--- config.mk ---
export PLATFORM = sky130hd
export DESIGN_NAME = occ_top
export DESIGN_NICKNAME = d
export VERILOG_FILES = /design/src/occ_pkg.sv /design/src/occ_top.sv /design/src/occ_refgen.sv
export SDC_FILE = /design/constraint.sdc
export NUM_CORES = 1
export LEC_CHECK = 0
export BUFFER_PORTS_ARGS = -buffer_cell sky130_fd_sc_hd__clkbuf_2
export CORE_MARGIN = 2
export CORE_UTILIZATION = 51
export CTS_CLUSTER_DIAMETER = 80
export DETAILED_ROUTE_END_ITERATION = 8
export PLACE_DENSITY = 0.9
export SLEW_MARGIN = 10
export SYNTH_ARGS = -nofsm -noshare
export SYNTH_HDL_FRONTEND = slang
export SYNTH_HIERARCHICAL = 1
export SYNTH_SLANG_ARGS = --single-unit
--- constraint.sdc ---
create_clock -name aclk -period 3.5 [get_ports aclk]
set_clock_uncertainty 0.1 [all_clocks]
set_input_delay 0.7 -clock aclk [delete_from_list [all_inputs] [get_ports aclk]]
set_output_delay 0.7 -clock aclk [all_outputs]
set_load 0.01 [all_outputs]
--- src/occ_pkg.sv ---
/*
  Constants, field layouts and carrier types for the oscillator control and
  reference clock output block.
  Assumes a 32-bit AXI4-Lite register bus and one system clock.
*/
package occ_pkg;

  // Register byte offsets, one aligned 32-bit word each.
  localparam logic [3:0] OFS_OSC_CTRL    = 4'h0;
  localparam logic [3:0] OFS_OSC_STAT    = 4'h4;
  localparam logic [3:0] OFS_OSC_TUNE    = 4'h8;
  localparam logic [3:0] OFS_REFGEN_CTRL = 4'hC;

  localparam logic [1:0] RESP_OKAY   = 2'h0;
  localparam logic [1:0] RESP_SLVERR = 2'h2;

  // Reset values and writable-bit masks.
  localparam logic [7:0] OSC_CTRL_RST    = 8'h38;
  localparam logic [7:0] OSC_CTRL_MASK   = 8'hFB;
  localparam logic [5:0] OSC_TUNE_RST    = 6'h00;
  localparam logic [7:0] REFGEN_CTRL_RST = 8'h10;

  // Internal frequency select codes.
  localparam logic [3:0] FSEL_8M      = 4'hE;
  localparam logic [3:0] FSEL_HF_LOW  = 4'h3;
  localparam logic [3:0] FSEL_MF_LOW  = 4'h2;
  localparam logic [3:0] FSEL_MF_500K = 4'h7;

  // Frequencies in Hz and shift counts for the two low codes.
  localparam logic [24:0] F_PLL    = 25'h1E84800;
  localparam logic [24:0] F_HF_MAX = 25'h0F42400;
  localparam logic [24:0] F_MF_MAX = 25'h007A120;
  localparam logic [24:0] F_LF     = 25'h0007918;
  localparam logic [3:0]  HF_LOW_SHIFT = 4'h9;
  localparam logic [3:0]  MF_LOW_SHIFT = 4'h4;

  localparam logic [1:0] SYSSEL_CFG = 2'h0;
  localparam logic [1:0] SYSSEL_T1  = 2'h1;

  // Oscillator mode codes that use the shared pin for a crystal.
  localparam logic [2:0] MODE_XTAL_LOW  = 3'h0;
  localparam logic [2:0] MODE_XTAL_STD  = 3'h1;
  localparam logic [2:0] MODE_XTAL_FAST = 3'h2;

  localparam logic [1:0] DUTY_0  = 2'h0;
  localparam logic [1:0] DUTY_25 = 2'h1;
  localparam logic [1:0] DUTY_50 = 2'h2;
  localparam logic [1:0] DUTY_75 = 2'h3;
  localparam logic [2:0] DIV_BASE = 3'h0;
  localparam logic [2:0] DIV_2    = 3'h1;

  // Status bit positions.
  localparam int unsigned STAT_STARTUP_BIT = 5;

  typedef struct packed {
    logic       pll_en;
    logic [3:0] freq_sel;
    logic       rsvd;
    logic [1:0] sysclk_sel;
  } occ_ctrl_s;

  typedef struct packed {
    logic       enable;
    logic       pin_drive;
    logic       slew_limit;
    logic [1:0] duty;
    logic [2:0] div;
  } occ_refgen_cfg_s;

  typedef enum logic [2:0] {
    SRC_LF = 3'b001,
    SRC_MF = 3'b010,
    SRC_HF = 3'b100
  } occ_int_src_e;

  typedef enum logic [2:0] {
    SYS_CFG = 3'b001,
    SYS_T1  = 3'b010,
    SYS_INT = 3'b100
  } occ_sys_src_e;

  // How the pad combines the pin level with the system clock.
  typedef enum logic [1:0] {
    MIX_LEVEL = 2'h0,
    MIX_AND   = 2'h1,
    MIX_OR    = 2'h2,
    MIX_CLK   = 2'h3
  } occ_mix_e;

endpackage : occ_pkg

--- src/occ_top.sv ---
/*
  Oscillator control, status and tuning registers with a reference clock
  output generator, behind an AXI4-Lite slave.
  Assumes oscillator status and configuration inputs are asynchronous and a
  pad outside applies the pin level, mix code, output enable and slew.
*/
// Implementation choices: the AXI4-Lite interface to the registers and the placing of the registers.
`timescale 1ns/1ns
// Function
// - Software PLL enable with 8 MHz selection gives 32 MHz.
// - Codes 1111 to 1100 select 16, 8, 4, 2 MHz high-frequency.
// - Codes 1011 to 1000 select 1 MHz down to 125 kHz high-frequency.
// - Codes 0111 to 0100 select 500 kHz default down to 62.5 kHz medium.
// - Start-up done reads 1 only when running from configured source.
// - Timer1 ready bit shows whether Timer1 oscillator is usable.
// - Reference generator is clocked only from the system clock.
// - Reference generator runs only while its enable bit is set.
// - Pin carries reference only when pin drive and enable are set.
// - Three-bit divider field offers eight division ratios.
// - Two-bit duty field gives 0, 25, 50 or 75 percent.
// - Duty code 11 75%, 10 50%, 01 25%, 00 held low.
// - Undivided selection passes source clock, except 0% stays low.
// - Divide-by-two 25% and 75% use both source clock edges.
// - Slew-limit bit set applies limiting, clear removes it.
// - Reset disables the generator and restores its control defaults.
// - Crystal modes keep the reference output off the shared pin.
// - Quarter oscillator output has pin priority over the reference.
module occ_top #(
  parameter int unsigned ADDR_W = 32,
  parameter int unsigned CNT_W  = 7
) (
  input  wire logic              aclk,
  input  wire logic              aresetn,
  input  wire logic [ADDR_W-1:0] s_axi_awaddr,
  input  wire logic              s_axi_awvalid,
  output logic                   s_axi_awready,
  input  wire logic [31:0]       s_axi_wdata,
  input  wire logic [3:0]        s_axi_wstrb,
  input  wire logic              s_axi_wvalid,
  output logic                   s_axi_wready,
  output logic [1:0]             s_axi_bresp,
  output logic                   s_axi_bvalid,
  input  wire logic              s_axi_bready,
  input  wire logic [ADDR_W-1:0] s_axi_araddr,
  input  wire logic              s_axi_arvalid,
  output logic                   s_axi_arready,
  output logic [31:0]            s_axi_rdata,
  output logic [1:0]             s_axi_rresp,
  output logic                   s_axi_rvalid,
  input  wire logic              s_axi_rready,
  input  wire logic              timer1_osc_enable,
  input  wire logic              timer1_osc_running,
  input  wire logic              pll_locked,
  input  wire logic              osc_startup_timer_expired,
  input  wire logic              hf_internal_osc_ready,
  input  wire logic              hf_internal_osc_locked,
  input  wire logic              hf_internal_osc_stable,
  input  wire logic              mf_internal_osc_ready,
  input  wire logic              lf_internal_osc_ready,
  input  wire logic [2:0]        osc_mode_config,
  input  wire logic              config_pll_force,
  input  wire logic              fosc_quarter_output_enable,
  output occ_pkg::occ_int_src_e  int_src_q,
  output logic [24:0]            int_freq_hz_q,
  output logic                   pll_active_q,
  output occ_pkg::occ_sys_src_e  sysclk_src_q,
  output logic [5:0]             freq_trim_q,
  output logic                   refgen_output_pin_q,
  output logic                   refgen_output_pin_oe_q,
  output occ_pkg::occ_mix_e      refgen_clk_mix_q,
  output logic                   refgen_slew_limit_q
);

  localparam int unsigned SYNC_W = 14;

  logic [SYNC_W-1:0]        sync1_q;
  logic [SYNC_W-1:0]        sync2_q;
  occ_pkg::occ_ctrl_s       ctrl_q;
  occ_pkg::occ_refgen_cfg_s refcfg_q;
  logic [ADDR_W-1:0]        awaddr_q;
  logic [7:0]               wdata_q;
  logic                     wstrb_q;
  logic [1:0]               fq_cnt_q;
  logic                     t1_en_s, t1_run_s, pll_lock_s, tmr_done_s, hf_rdy_s, hf_lck_s;
  logic                     mf_rdy_s, lf_rdy_s, hf_stb_s, pll_force_s, fq_en_s;
  logic [2:0]               mode_s;
  logic                     commit, wr_ctrl, wr_tune, wr_ref, wr_hit, ar_hs, rd_hit;
  logic [ADDR_W-1:0]        araddr;
  logic [7:0]               status, rd_byte;
  logic                     pll_on, crystal, ref_level;
  logic [3:0]               fsel;
  logic [24:0]              freq_d;
  occ_pkg::occ_int_src_e    src_d;
  occ_pkg::occ_sys_src_e    sys_d;
  occ_pkg::occ_mix_e        ref_mix;
  logic                     pin_d, oe_d;
  occ_pkg::occ_mix_e        mix_d;

  always_ff @(posedge aclk) begin
    if (!aresetn) begin
      sync1_q <= '0;
      sync2_q <= '0;
    end else begin
      sync1_q <= {timer1_osc_enable, timer1_osc_running, pll_locked, osc_startup_timer_expired,
                  hf_internal_osc_ready, hf_internal_osc_locked, mf_internal_osc_ready,
                  lf_internal_osc_ready, hf_internal_osc_stable, osc_mode_config,
                  config_pll_force, fosc_quarter_output_enable};
      sync2_q <= sync1_q;
    end
  end

  assign {t1_en_s, t1_run_s, pll_lock_s, tmr_done_s, hf_rdy_s, hf_lck_s, mf_rdy_s, lf_rdy_s,
          hf_stb_s, mode_s, pll_force_s, fq_en_s} = sync2_q;

  // Write path: address and data taken in either order, answer after both.
  assign commit  = !s_axi_awready && !s_axi_wready && !s_axi_bvalid;
  assign wr_ctrl = awaddr_q == ADDR_W'(occ_pkg::OFS_OSC_CTRL);
  assign wr_tune = awaddr_q == ADDR_W'(occ_pkg::OFS_OSC_TUNE);
  assign wr_ref  = awaddr_q == ADDR_W'(occ_pkg::OFS_REFGEN_CTRL);
  assign wr_hit  = wr_ctrl || wr_tune || wr_ref || awaddr_q == ADDR_W'(occ_pkg::OFS_OSC_STAT);

  always_ff @(posedge aclk) begin
    if (!aresetn) begin
      s_axi_awready <= 1'b1;
      s_axi_wready  <= 1'b1;
      s_axi_bvalid  <= 1'b0;
      s_axi_bresp   <= occ_pkg::RESP_OKAY;
      awaddr_q      <= '0;
      wdata_q       <= '0;
      wstrb_q       <= 1'b0;
    end else begin
      if (s_axi_awvalid && s_axi_awready) begin
        s_axi_awready <= 1'b0;
        awaddr_q      <= s_axi_awaddr;
      end
      if (s_axi_wvalid && s_axi_wready) begin
        s_axi_wready <= 1'b0;
        wdata_q      <= s_axi_wdata[7:0];
        wstrb_q      <= s_axi_wstrb[0];
      end
      if (commit) begin
        s_axi_bvalid <= 1'b1;
        s_axi_bresp  <= wr_hit ? occ_pkg::RESP_OKAY : occ_pkg::RESP_SLVERR;
      end
      if (s_axi_bvalid && s_axi_bready) begin
        s_axi_bvalid  <= 1'b0;
        s_axi_awready <= 1'b1;
        s_axi_wready  <= 1'b1;
      end
    end
  end

  // Reset restores every control field, generator disabled.
  always_ff @(posedge aclk) begin
    if (!aresetn) begin
      ctrl_q      <= occ_pkg::OSC_CTRL_RST;
      freq_trim_q <= occ_pkg::OSC_TUNE_RST;
      refcfg_q    <= occ_pkg::REFGEN_CTRL_RST;
    end else if (commit && wstrb_q) begin
      if (wr_ctrl) begin
        ctrl_q <= wdata_q & occ_pkg::OSC_CTRL_MASK;
      end
      if (wr_tune) begin
        freq_trim_q <= wdata_q[5:0];
      end
      if (wr_ref) begin
        refcfg_q <= wdata_q;
      end
    end
  end

  // Live status bits; Timer1 always ready when its oscillator is off.
  // Start-up done only while running from the configured source.
  assign status = {!t1_en_s || t1_run_s, pll_lock_s,
                   tmr_done_s && ctrl_q.sysclk_sel == occ_pkg::SYSSEL_CFG,
                   hf_rdy_s, hf_lck_s, mf_rdy_s, lf_rdy_s, hf_stb_s};

  // Read path: answer one cycle after the address is taken.
  assign ar_hs   = s_axi_arvalid && s_axi_arready;
  assign araddr  = s_axi_araddr;
  assign rd_byte = (araddr == ADDR_W'(occ_pkg::OFS_OSC_CTRL)) ? ctrl_q :
                   (araddr == ADDR_W'(occ_pkg::OFS_OSC_STAT)) ? status :
                   (araddr == ADDR_W'(occ_pkg::OFS_OSC_TUNE)) ? {2'h0, freq_trim_q} :
                   (araddr == ADDR_W'(occ_pkg::OFS_REFGEN_CTRL)) ? refcfg_q : 8'h00;
  assign rd_hit  = araddr == ADDR_W'(occ_pkg::OFS_OSC_CTRL) || araddr == ADDR_W'(occ_pkg::OFS_OSC_STAT) ||
                   araddr == ADDR_W'(occ_pkg::OFS_OSC_TUNE) || araddr == ADDR_W'(occ_pkg::OFS_REFGEN_CTRL);

  always_ff @(posedge aclk) begin
    if (!aresetn) begin
      s_axi_arready <= 1'b1;
      s_axi_rvalid  <= 1'b0;
      s_axi_rdata   <= '0;
      s_axi_rresp   <= occ_pkg::RESP_OKAY;
    end else if (ar_hs) begin
      s_axi_arready <= 1'b0;
      s_axi_rvalid  <= 1'b1;
      s_axi_rdata   <= {24'h000000, rd_byte};
      s_axi_rresp   <= rd_hit ? occ_pkg::RESP_OKAY : occ_pkg::RESP_SLVERR;
    end else if (s_axi_rvalid && s_axi_rready) begin
      s_axi_arready <= 1'b1;
      s_axi_rvalid  <= 1'b0;
    end
  end

  // Internal oscillator frequency selection.
  assign fsel   = ctrl_q.freq_sel;
  assign pll_on = pll_force_s || ctrl_q.pll_en;
  // PLL on 8 MHz; HF codes; MF codes.
  assign freq_d = (pll_on && fsel == occ_pkg::FSEL_8M) ? occ_pkg::F_PLL :
                  fsel[3] ? (occ_pkg::F_HF_MAX >> (~fsel[2:0])) :
                  fsel[2] ? (occ_pkg::F_MF_MAX >> (~fsel[1:0])) :
                  (fsel == occ_pkg::FSEL_HF_LOW) ? (occ_pkg::F_HF_MAX >> occ_pkg::HF_LOW_SHIFT) :
                  (fsel == occ_pkg::FSEL_MF_LOW) ? (occ_pkg::F_MF_MAX >> occ_pkg::MF_LOW_SHIFT) :
                  occ_pkg::F_LF;
  assign src_d  = (fsel[3] || fsel == occ_pkg::FSEL_HF_LOW) ? occ_pkg::SRC_HF :
                  (fsel[2] || fsel == occ_pkg::FSEL_MF_LOW) ? occ_pkg::SRC_MF : occ_pkg::SRC_LF;
  assign sys_d  = ctrl_q.sysclk_sel[1] ? occ_pkg::SYS_INT :
                  (ctrl_q.sysclk_sel == occ_pkg::SYSSEL_T1) ? occ_pkg::SYS_T1 : occ_pkg::SYS_CFG;

  // Generator runs on the system clock only.
  occ_refgen #(
    .CNT_W (CNT_W)
  ) u_refgen (
    .aclk    (aclk),
    .aresetn (aresetn),
    .cfg     (refcfg_q),
    .level_q (ref_level),
    .mix_q   (ref_mix)
  );

  // Crystal modes own the pin; quarter output wins next.
  // Reference reaches the pin only with enable and pin drive.
  assign crystal = mode_s == occ_pkg::MODE_XTAL_LOW || mode_s == occ_pkg::MODE_XTAL_STD ||
                   mode_s == occ_pkg::MODE_XTAL_FAST;
  assign oe_d    = !crystal && (fq_en_s || (refcfg_q.enable && refcfg_q.pin_drive));
  assign pin_d   = crystal ? 1'b0 : fq_en_s ? fq_cnt_q[1] : (oe_d && ref_level);
  assign mix_d   = (crystal || fq_en_s || !oe_d) ? occ_pkg::MIX_LEVEL : ref_mix;

  always_ff @(posedge aclk) begin
    if (!aresetn) begin
      fq_cnt_q               <= '0;
      int_freq_hz_q          <= occ_pkg::F_MF_MAX;
      int_src_q              <= occ_pkg::SRC_MF;
      pll_active_q           <= 1'b0;
      sysclk_src_q           <= occ_pkg::SYS_CFG;
      refgen_output_pin_q    <= 1'b0;
      refgen_output_pin_oe_q <= 1'b0;
      refgen_clk_mix_q       <= occ_pkg::MIX_LEVEL;
      refgen_slew_limit_q    <= 1'b0;
    end else begin
      fq_cnt_q               <= fq_cnt_q + 1'b1;
      int_freq_hz_q          <= freq_d;
      int_src_q              <= src_d;
      pll_active_q           <= pll_on;
      sysclk_src_q           <= sys_d;
      refgen_output_pin_q    <= pin_d;
      refgen_output_pin_oe_q <= oe_d;
      refgen_clk_mix_q       <= mix_d;
      refgen_slew_limit_q    <= refcfg_q.slew_limit;
    end
  end
endmodule : occ_top

--- src/occ_refgen.sv ---
/*
  Reference clock divider and duty cycle generator.
  Assumes it runs on the system clock and that the pad applies the mix code.
*/
`timescale 1ns/1ns
module occ_refgen #(
  parameter int unsigned CNT_W = 7
) (
  input  wire logic                     aclk,
  input  wire logic                     aresetn,
  input  wire occ_pkg::occ_refgen_cfg_s cfg,
  output logic                          level_q,
  output occ_pkg::occ_mix_e             mix_q
);

  localparam logic [2:0]       SHIFT_TOP = 3'(CNT_W);
  localparam logic [CNT_W-1:0] CNT_ONES  = {CNT_W{1'b1}};

  logic [CNT_W-1:0]  cnt_q;
  logic [CNT_W-1:0]  cnt_d;
  logic [CNT_W-1:0]  last;
  logic [CNT_W:0]    period;
  logic [CNT_W:0]    quarter;
  logic [CNT_W:0]    high_cnt;
  logic              level_d;
  occ_pkg::occ_mix_e mix_d;

  assign last     = CNT_ONES >> (SHIFT_TOP - cfg.div);
  assign period   = {1'b0, last} + 1'b1;
  assign quarter  = period >> 2;
  assign high_cnt = (cfg.duty == occ_pkg::DUTY_25) ? quarter :
                    (cfg.duty == occ_pkg::DUTY_50) ? (quarter << 1) :
                    (cfg.duty == occ_pkg::DUTY_75) ? (CNT_W+1)'(quarter * 3'h3) : '0;
  assign cnt_d    = (!cfg.enable || cnt_q >= last) ? '0 : cnt_q + 1'b1;

  // Base clock passed through; divide-by-two at 25% and 75% mixes both edges.
  assign level_d = !cfg.enable ? 1'b0 :
                   (cfg.duty == occ_pkg::DUTY_0) ? 1'b0 :
                   (cfg.div == occ_pkg::DIV_BASE) ? 1'b1 :
                   (cfg.div == occ_pkg::DIV_2) ? (cnt_q == '0) :
                   ({1'b0, cnt_q} < high_cnt);
  assign mix_d   = (!cfg.enable || cfg.duty == occ_pkg::DUTY_0) ? occ_pkg::MIX_LEVEL :
                   (cfg.div == occ_pkg::DIV_BASE) ? occ_pkg::MIX_CLK :
                   (cfg.div != occ_pkg::DIV_2) ? occ_pkg::MIX_LEVEL :
                   (cfg.duty == occ_pkg::DUTY_25) ? occ_pkg::MIX_AND :
                   (cfg.duty == occ_pkg::DUTY_75) ? occ_pkg::MIX_OR : occ_pkg::MIX_LEVEL;

  always_ff @(posedge aclk) begin
    if (!aresetn) begin
      cnt_q   <= '0;
      level_q <= 1'b0;
      mix_q   <= occ_pkg::MIX_LEVEL;
    end else begin
      cnt_q   <= cnt_d;
      level_q <= level_d;
      mix_q   <= mix_d;
    end
  end

endmodule : occ_refgen

Word level (Yosys, flattened, before mapping)
Cells that the tools add are included.
{ "classes": {"addsub": 4, "n_mul": 1, "n_lt_le_gt_ge": 2, "n_eq_ne": 17, "shifts": 3, "mux": 29, "n_bitwise": 4, "reduce_logical": 57} }
{ "ops": {"columns": ["op", "n"], "rows": [
  ["32-bit by 4-bit == test with 1-bit output (second input constant)", 4],
  ["25-bit two-way mux", 3],
  ["32-bit by 3-bit == test with 1-bit output (second input constant)", 2],
  ["32-bit zero test", 2],
  ["8-bit two-way mux", 7],
  ["19-bit by 2-bit right shift with 25-bit output (first input constant)", 1],
  ["24-bit by 3-bit right shift with 25-bit output (first input constant)", 1],
  ["10-bit two-way mux", 2],
  ["1-bit logical OR", 17],
  ["2-bit two-way mux", 8],
  ["2-bit OR reduction", 8],
  ["1-bit logical AND", 13],
  ["7-bit by 1-bit adder with 8-bit output (second input constant)", 1],
  ["4-bit by 2-bit == test with 1-bit output (second input constant)", 2],
  ["7-bit by 8-bit less-than comparator with 1-bit output", 1],
  ["6-bit by 2-bit multiplier with 8-bit output (second input constant)", 1],
  ["7-bit by 1-bit adder with 7-bit output (second input constant)", 1],
  ["7-bit >= comparator", 1],
  ["1-bit zero test", 7],
  ["7-bit zero test", 1],
  ["1-bit two-way mux", 7],
  ["7-bit by 3-bit right shift with 7-bit output (first input constant)", 1],
  ["3-bit by 1-bit == test with 1-bit output (second input constant)", 2],
  ["3-bit zero test", 2],
  ["15 further kinds", 22]
]} }
{ "totals": {"ff_bits": 156, "in_bits": 121, "out_inout_bits": 84, "wordCells": 154} }

Depth between registers and ports, before layout
{ "logic_depth": {"ltp_word": 10, "mapped_depth": 13, "depth_no_buf": 12} }

Cells and area by module
The synthesis kept the hierarchy.
{ "by_module_without_submodules": {"columns": ["module", "n_inst", "cells_each", "area_per_inst_um2", "seq_area_each_um2"], "rows": [
  ["occ_top", 1, 619, 5520.3, 2862.7],
  ["occ_refgen", 1, 129, 1062.3, 200.2]
]} }

Worst setup path after synthesis
No wires, ideal clock.
{ "synth_timing": {"path_type": "register to register", "startpoint": "register refcfg_q[2] in the netlist's numbering", "endpoint": "register u_refgen.level_q", "setup_time_ns": 0.122, "arrival_ns": 2.877, "t_required_ns": 3.278, "path_slack_ns": 0.401, "path_stages_with_launch": 14, "path_buffers": 1, "synth_period_minus_slack_ns": 3.099, "cell_sequence": "dfxtp_1 > buf_4 > inv_2 > nor3_1 > ha_1 > a21oi_1 > nor3_2 > a41oi_1 > mux2_1 > ha_1 > nand3_1 > a211oi_1 > a2111oi_0 > o311a_1"} }
{ "synth_via": {"elab_chain_len": 10, "word_cells_on_any_way": 12, "classes_between": "add/sub: 2; mul: 1; order compare: 1; eq/ne: 1; shift: 1; mux: 5; reduce/logical: 1"} }
{ "synth_rtl": {"columns": ["item", "line_no", "text"], "rows": [
  ["start: declaration", "occ_top.sv:79", "occ_pkg::occ_refgen_cfg_s refcfg_q;"],
  ["start signal: assignment", "occ_top.sv:158", "refcfg_q <= occ_pkg::REFGEN_CTRL_RST;"],
  ["start signal: assignment", "occ_top.sv:167", "refcfg_q <= wdata_q;"],
  ["3-bit subtractor", "occ_refgen.sv:28", "assign last = CNT_ONES >> (SHIFT_TOP - cfg.div);"],
  ["7-bit by 3-bit right shift with 7-bit output", "occ_refgen.sv:28", null],
  ["7-bit by 1-bit adder with 8-bit output", "occ_refgen.sv:29", "assign period = {1'b0, last} + 1'b1;"],
  ["6-bit by 2-bit multiplier with 8-bit output", "occ_refgen.sv:33", "(cfg.duty == occ_pkg::DUTY_75) ? (CNT_W+1)'(quarter * 3'h3) : '0;"],
  ["8-bit two-way mux", "occ_refgen.sv:33", null],
  ["8-bit two-way mux", "occ_refgen.sv:32", "(cfg.duty == occ_pkg::DUTY_50) ? (quarter << 1) :"],
  ["8-bit two-way mux", "occ_refgen.sv:31", "assign high_cnt = (cfg.duty == occ_pkg::DUTY_25) ? quarter :"],
  ["7-bit by 8-bit less-than comparator with 1-bit output", "occ_refgen.sv:41", "({1'b0, cnt_q} < high_cnt);"],
  ["1-bit two-way mux", "occ_refgen.sv:40", "(cfg.div == occ_pkg::DIV_2) ? (cnt_q == '0) :"],
  ["1-bit two-way mux *", "occ_refgen.sv:39", "(cfg.div == occ_pkg::DIV_BASE) ? 1'b1 :"],
  ["end signal: assignment", "occ_refgen.sv:55", "level_q <= level_d;"],
  ["end: declaration", "occ_refgen.sv:12", "output logic level_q,"]
]} }
Every way passes the cells marked *; elsewhere a longest branch is shown, timed or not.
A chain may end at the register's enable or synchronous reset.

Worst setup path in the final report
Same ends and word-level chain as after synthesis.

==> results_dict.tcl <==
set metrics [dict create \
    fillers 1091 \
    grtUsageTotal 0.225 \
    hold_viol_final 0 \
    gp_congestion 0.861 \
    syn_area_um2 6580 \
    fmaxAchievable_mhz 312 \
    clock_path_buffers 2 \
    std_cell_rows 41 \
    ys.warnings.count 6 \
    worstSkewPairLatency_ns 0.42 \
    slew_headroom 0.328 \
    firstDrtPassIters 8 \
    layout_common_cells "dfxtp_1 (152), clkbuf_2 (150), nand2_1 (134)" \
    drt_wl_total_um 15500 \
    slew_violations 0 \
    power_mw 3.80 \
    cts_tree "yes" \
    period_minus_slack_ns 3.20 \
    fp.dieH_um 118 \
    dp_hpwl_um 11200 \
    cts_num_sinks 153 \
    crit_fanout 7 \
    io_pins 205 \
    port_buffers 150 \
    viasPerCell 5.20 \
    antenna_left 0 \
    peakVddDrop_v 0.000296 \
    synthesis.instances 748 \
    design_area_um2 7920 \
    grt_pass1_wl_um 25100 \
    diodes 0 \
    wl_per_cell_um 14.4 \
    setup_tns_ns 0 \
    r2r-start "refcfg_q[2]" \
    start_util 0.522 \
    p_leak_nw 3.47 \
    clk_pin_slew_ns 0.06 \
    r2r_cells 12 \
    first_iter_violations 533 \
    rr_endpoint "u_refgen/level_q" \
    place_area_um2 7360 \
    rsz0062_at_grt "false" \
    min_path_cells 1 \
    synth_edf_count 0 \
    root_buffer "clkbuf_16" \
    ys_seq_area_frac 0.465 \
    hold_path.class "reg2reg" \
    p_per_area_nw_per_um2 479 \
    worst_pin_slew_ns 1.01 \
    vias 5573 \
    synth_ff_type "dfxtp_1" \
    cp.arrival_ns 3.41 \
    worst_setup_path_end_kind "flop" \
    avgSynthCellArea_um2 8.80 \
    overflow 0 \
    die_x_um 118 \
    maxCapViolCount 0 \
    cp-start-kind "flop" \
    grt_start_max_net_pins 54 \
    final_common_cell "dfxtp_1" \
    holdPathEnd "sync2_q[8]" \
    antenna_found_initial 0 \
    area_growth_pct 20.3 \
    status "finished clean" \
    ys_types 61 \
    async_reset_ff_frac 0 \
    h-tree-depth 4 \
    drcViolationCount 0 \
    setup_viol 0 \
    timing.reg2reg.setup_slack_ns 0.30 \
    final_nets 1033 \
    criticalPathCategory "reg2reg" \
    synth_seq_cells 153 \
    cp.required_ns 3.71 \
    cts-buffers-inserted 17 \
    hold_start "sync1_q[8]" \
    core_um2 12600 \
    die_area_um2 13800 \
    hold_buffers 0 \
    grt_pass1_vias 5211 \
    drive_above_1_share 0.244 \
    finalCritPeriodShare 0.915 \
]
cells in the mapped netlist, types with 4 or more instances:
cell / instances / area share
nand2b_1: 6 / 0.0057
or3_1: 4 / 0.0038
nand4_1: 4 / 0.0038
nand3_1: 15 / 0.011
a21oi_1: 66 / 0.050
a211oi_1: 6 / 0.0068
o21ai_1: 9 / 0.0068
o21ai_0: 27 / 0.021
and2_1: 32 / 0.030
o211ai_1: 4 / 0.0046
dfxtp_1: 153 / 0.47
inv_1: 21 / 0.012
nand2_1: 134 / 0.076
xnor2_1: 5 / 0.0067
nor4_1: 6 / 0.0057
mux2i_1: 27 / 0.041
a31oi_1: 5 / 0.0048
nor4_2: 9 / 0.017
nor2b_1: 4 / 0.0038
ha_1: 25 / 0.048
nor2_1: 55 / 0.031
nor3b_1: 5 / 0.0057
nor3_1: 10 / 0.0076
buf_4: 29 / 0.033
clkbuf_1: 32 / 0.018
metrics by stage:
step | hold slack [ns] | std cells | setup slack [ns] | util
3_5_place_dp | 0.317 | 1039 | 0.225 | 0.583
5_1_grt | 0.339 | 1071 | 0.0198 | 0.628
2_1_floorplan | 0.297 | 774 | 0.401 | -
3_3_place_gp | 0.307 | 1039 | 0.205 | 0.583
4_1_cts | 0.330 | 1071 | 0.231 | 0.628
6_report | 0.330 | 1071 | 0.299 | 0.628
cell type report:
cell class | instances | area, µm² | area share
clock inverter | 12 | 116 | 0.0147
inverter | 23 | 86.3 | 0.0109
timing repair buffer | 160 | 826 | 0.104
multi-input combinational | 531 | 3170 | 0.400
tap | 172 | 215 | 0.0272
sequential | 153 | 3060 | 0.387
clock buffer | 20 | 447 | 0.0564
logic make-up after synthesis:
group,share of synthesized area
flops,0.465
other cells,0.000570
mux,0.0513
fa+ha+maj,0.0506
compound gates,0.124
buf+inv,0.0684
xor+xnor,0.0106
simple gates,0.229
routing by layer:
layer	vias to the layer above	GRT usage	part of all wire
met2	207	0.359	0.47
met3	43	0.0586	0.059
met1	2543	0.286	0.44
met4	0	0.101	0.030
li1	2780	-	-
met5	-	0	0
worst max-delay path, stage by stage (launching register included):
cell       delay, ns
dfxtp_1         0.38
inv_2           0.10
nor3_1          0.37
ha_1            0.31
a21oi_1         0.17
nor3_2          0.07
a41oi_1         0.25
mux2_1          0.35
ha_1            0.29
nand3_1         0.10
a211oi_1        0.18
a2111oi_0       0.10
o311a_1         0.33
flip-flops by register name (all words and copies together) (netlist names), 3 cells and up:
signal / cells
int_src_q: 3
sync2_q: 14
freq_trim_q: 6
sync1_q: 14
int_freq_hz_q: 24
refcfg_q: 8
wdata_q: 8
ctrl_q: 3
awaddr_q: 32
u_refgen/cnt_q: 7
s_axi_rdata: 8
sysclk_src_q: 3
fsel: 4
how the worst max path moves through the flow:
stage                           start               end
after global routing      refcfg_q[2]  u_refgen/level_q
after floorplan           refcfg_q[2]  u_refgen/level_q
final                     refcfg_q[2]  u_refgen/level_q
after detailed placement  refcfg_q[1]  u_refgen/level_q
after global placement    refcfg_q[1]  u_refgen/level_q
after CTS                 refcfg_q[1]  u_refgen/level_q
report_power, final:
| group | switching, mW | internal, mW | leakage [nW] | total [mW] |
|---|---|---|---|---|
| sequential | 0.0347 | 1.79 | 1.25 | 1.83 |
| combinational | 0.139 | 0.0986 | 1.95 | 0.237 |
| clock | 0.726 | 1.01 | 0.272 | 1.73 |
| total | 0.899 | 2.90 | 3.47 | 3.80 |
what timing repair did:
item                       CTS  global route
setup endpoints to repair    0             1
resized for setup            0             1
buffers inserted             0             0
Power figures use the tool's default switching activity.
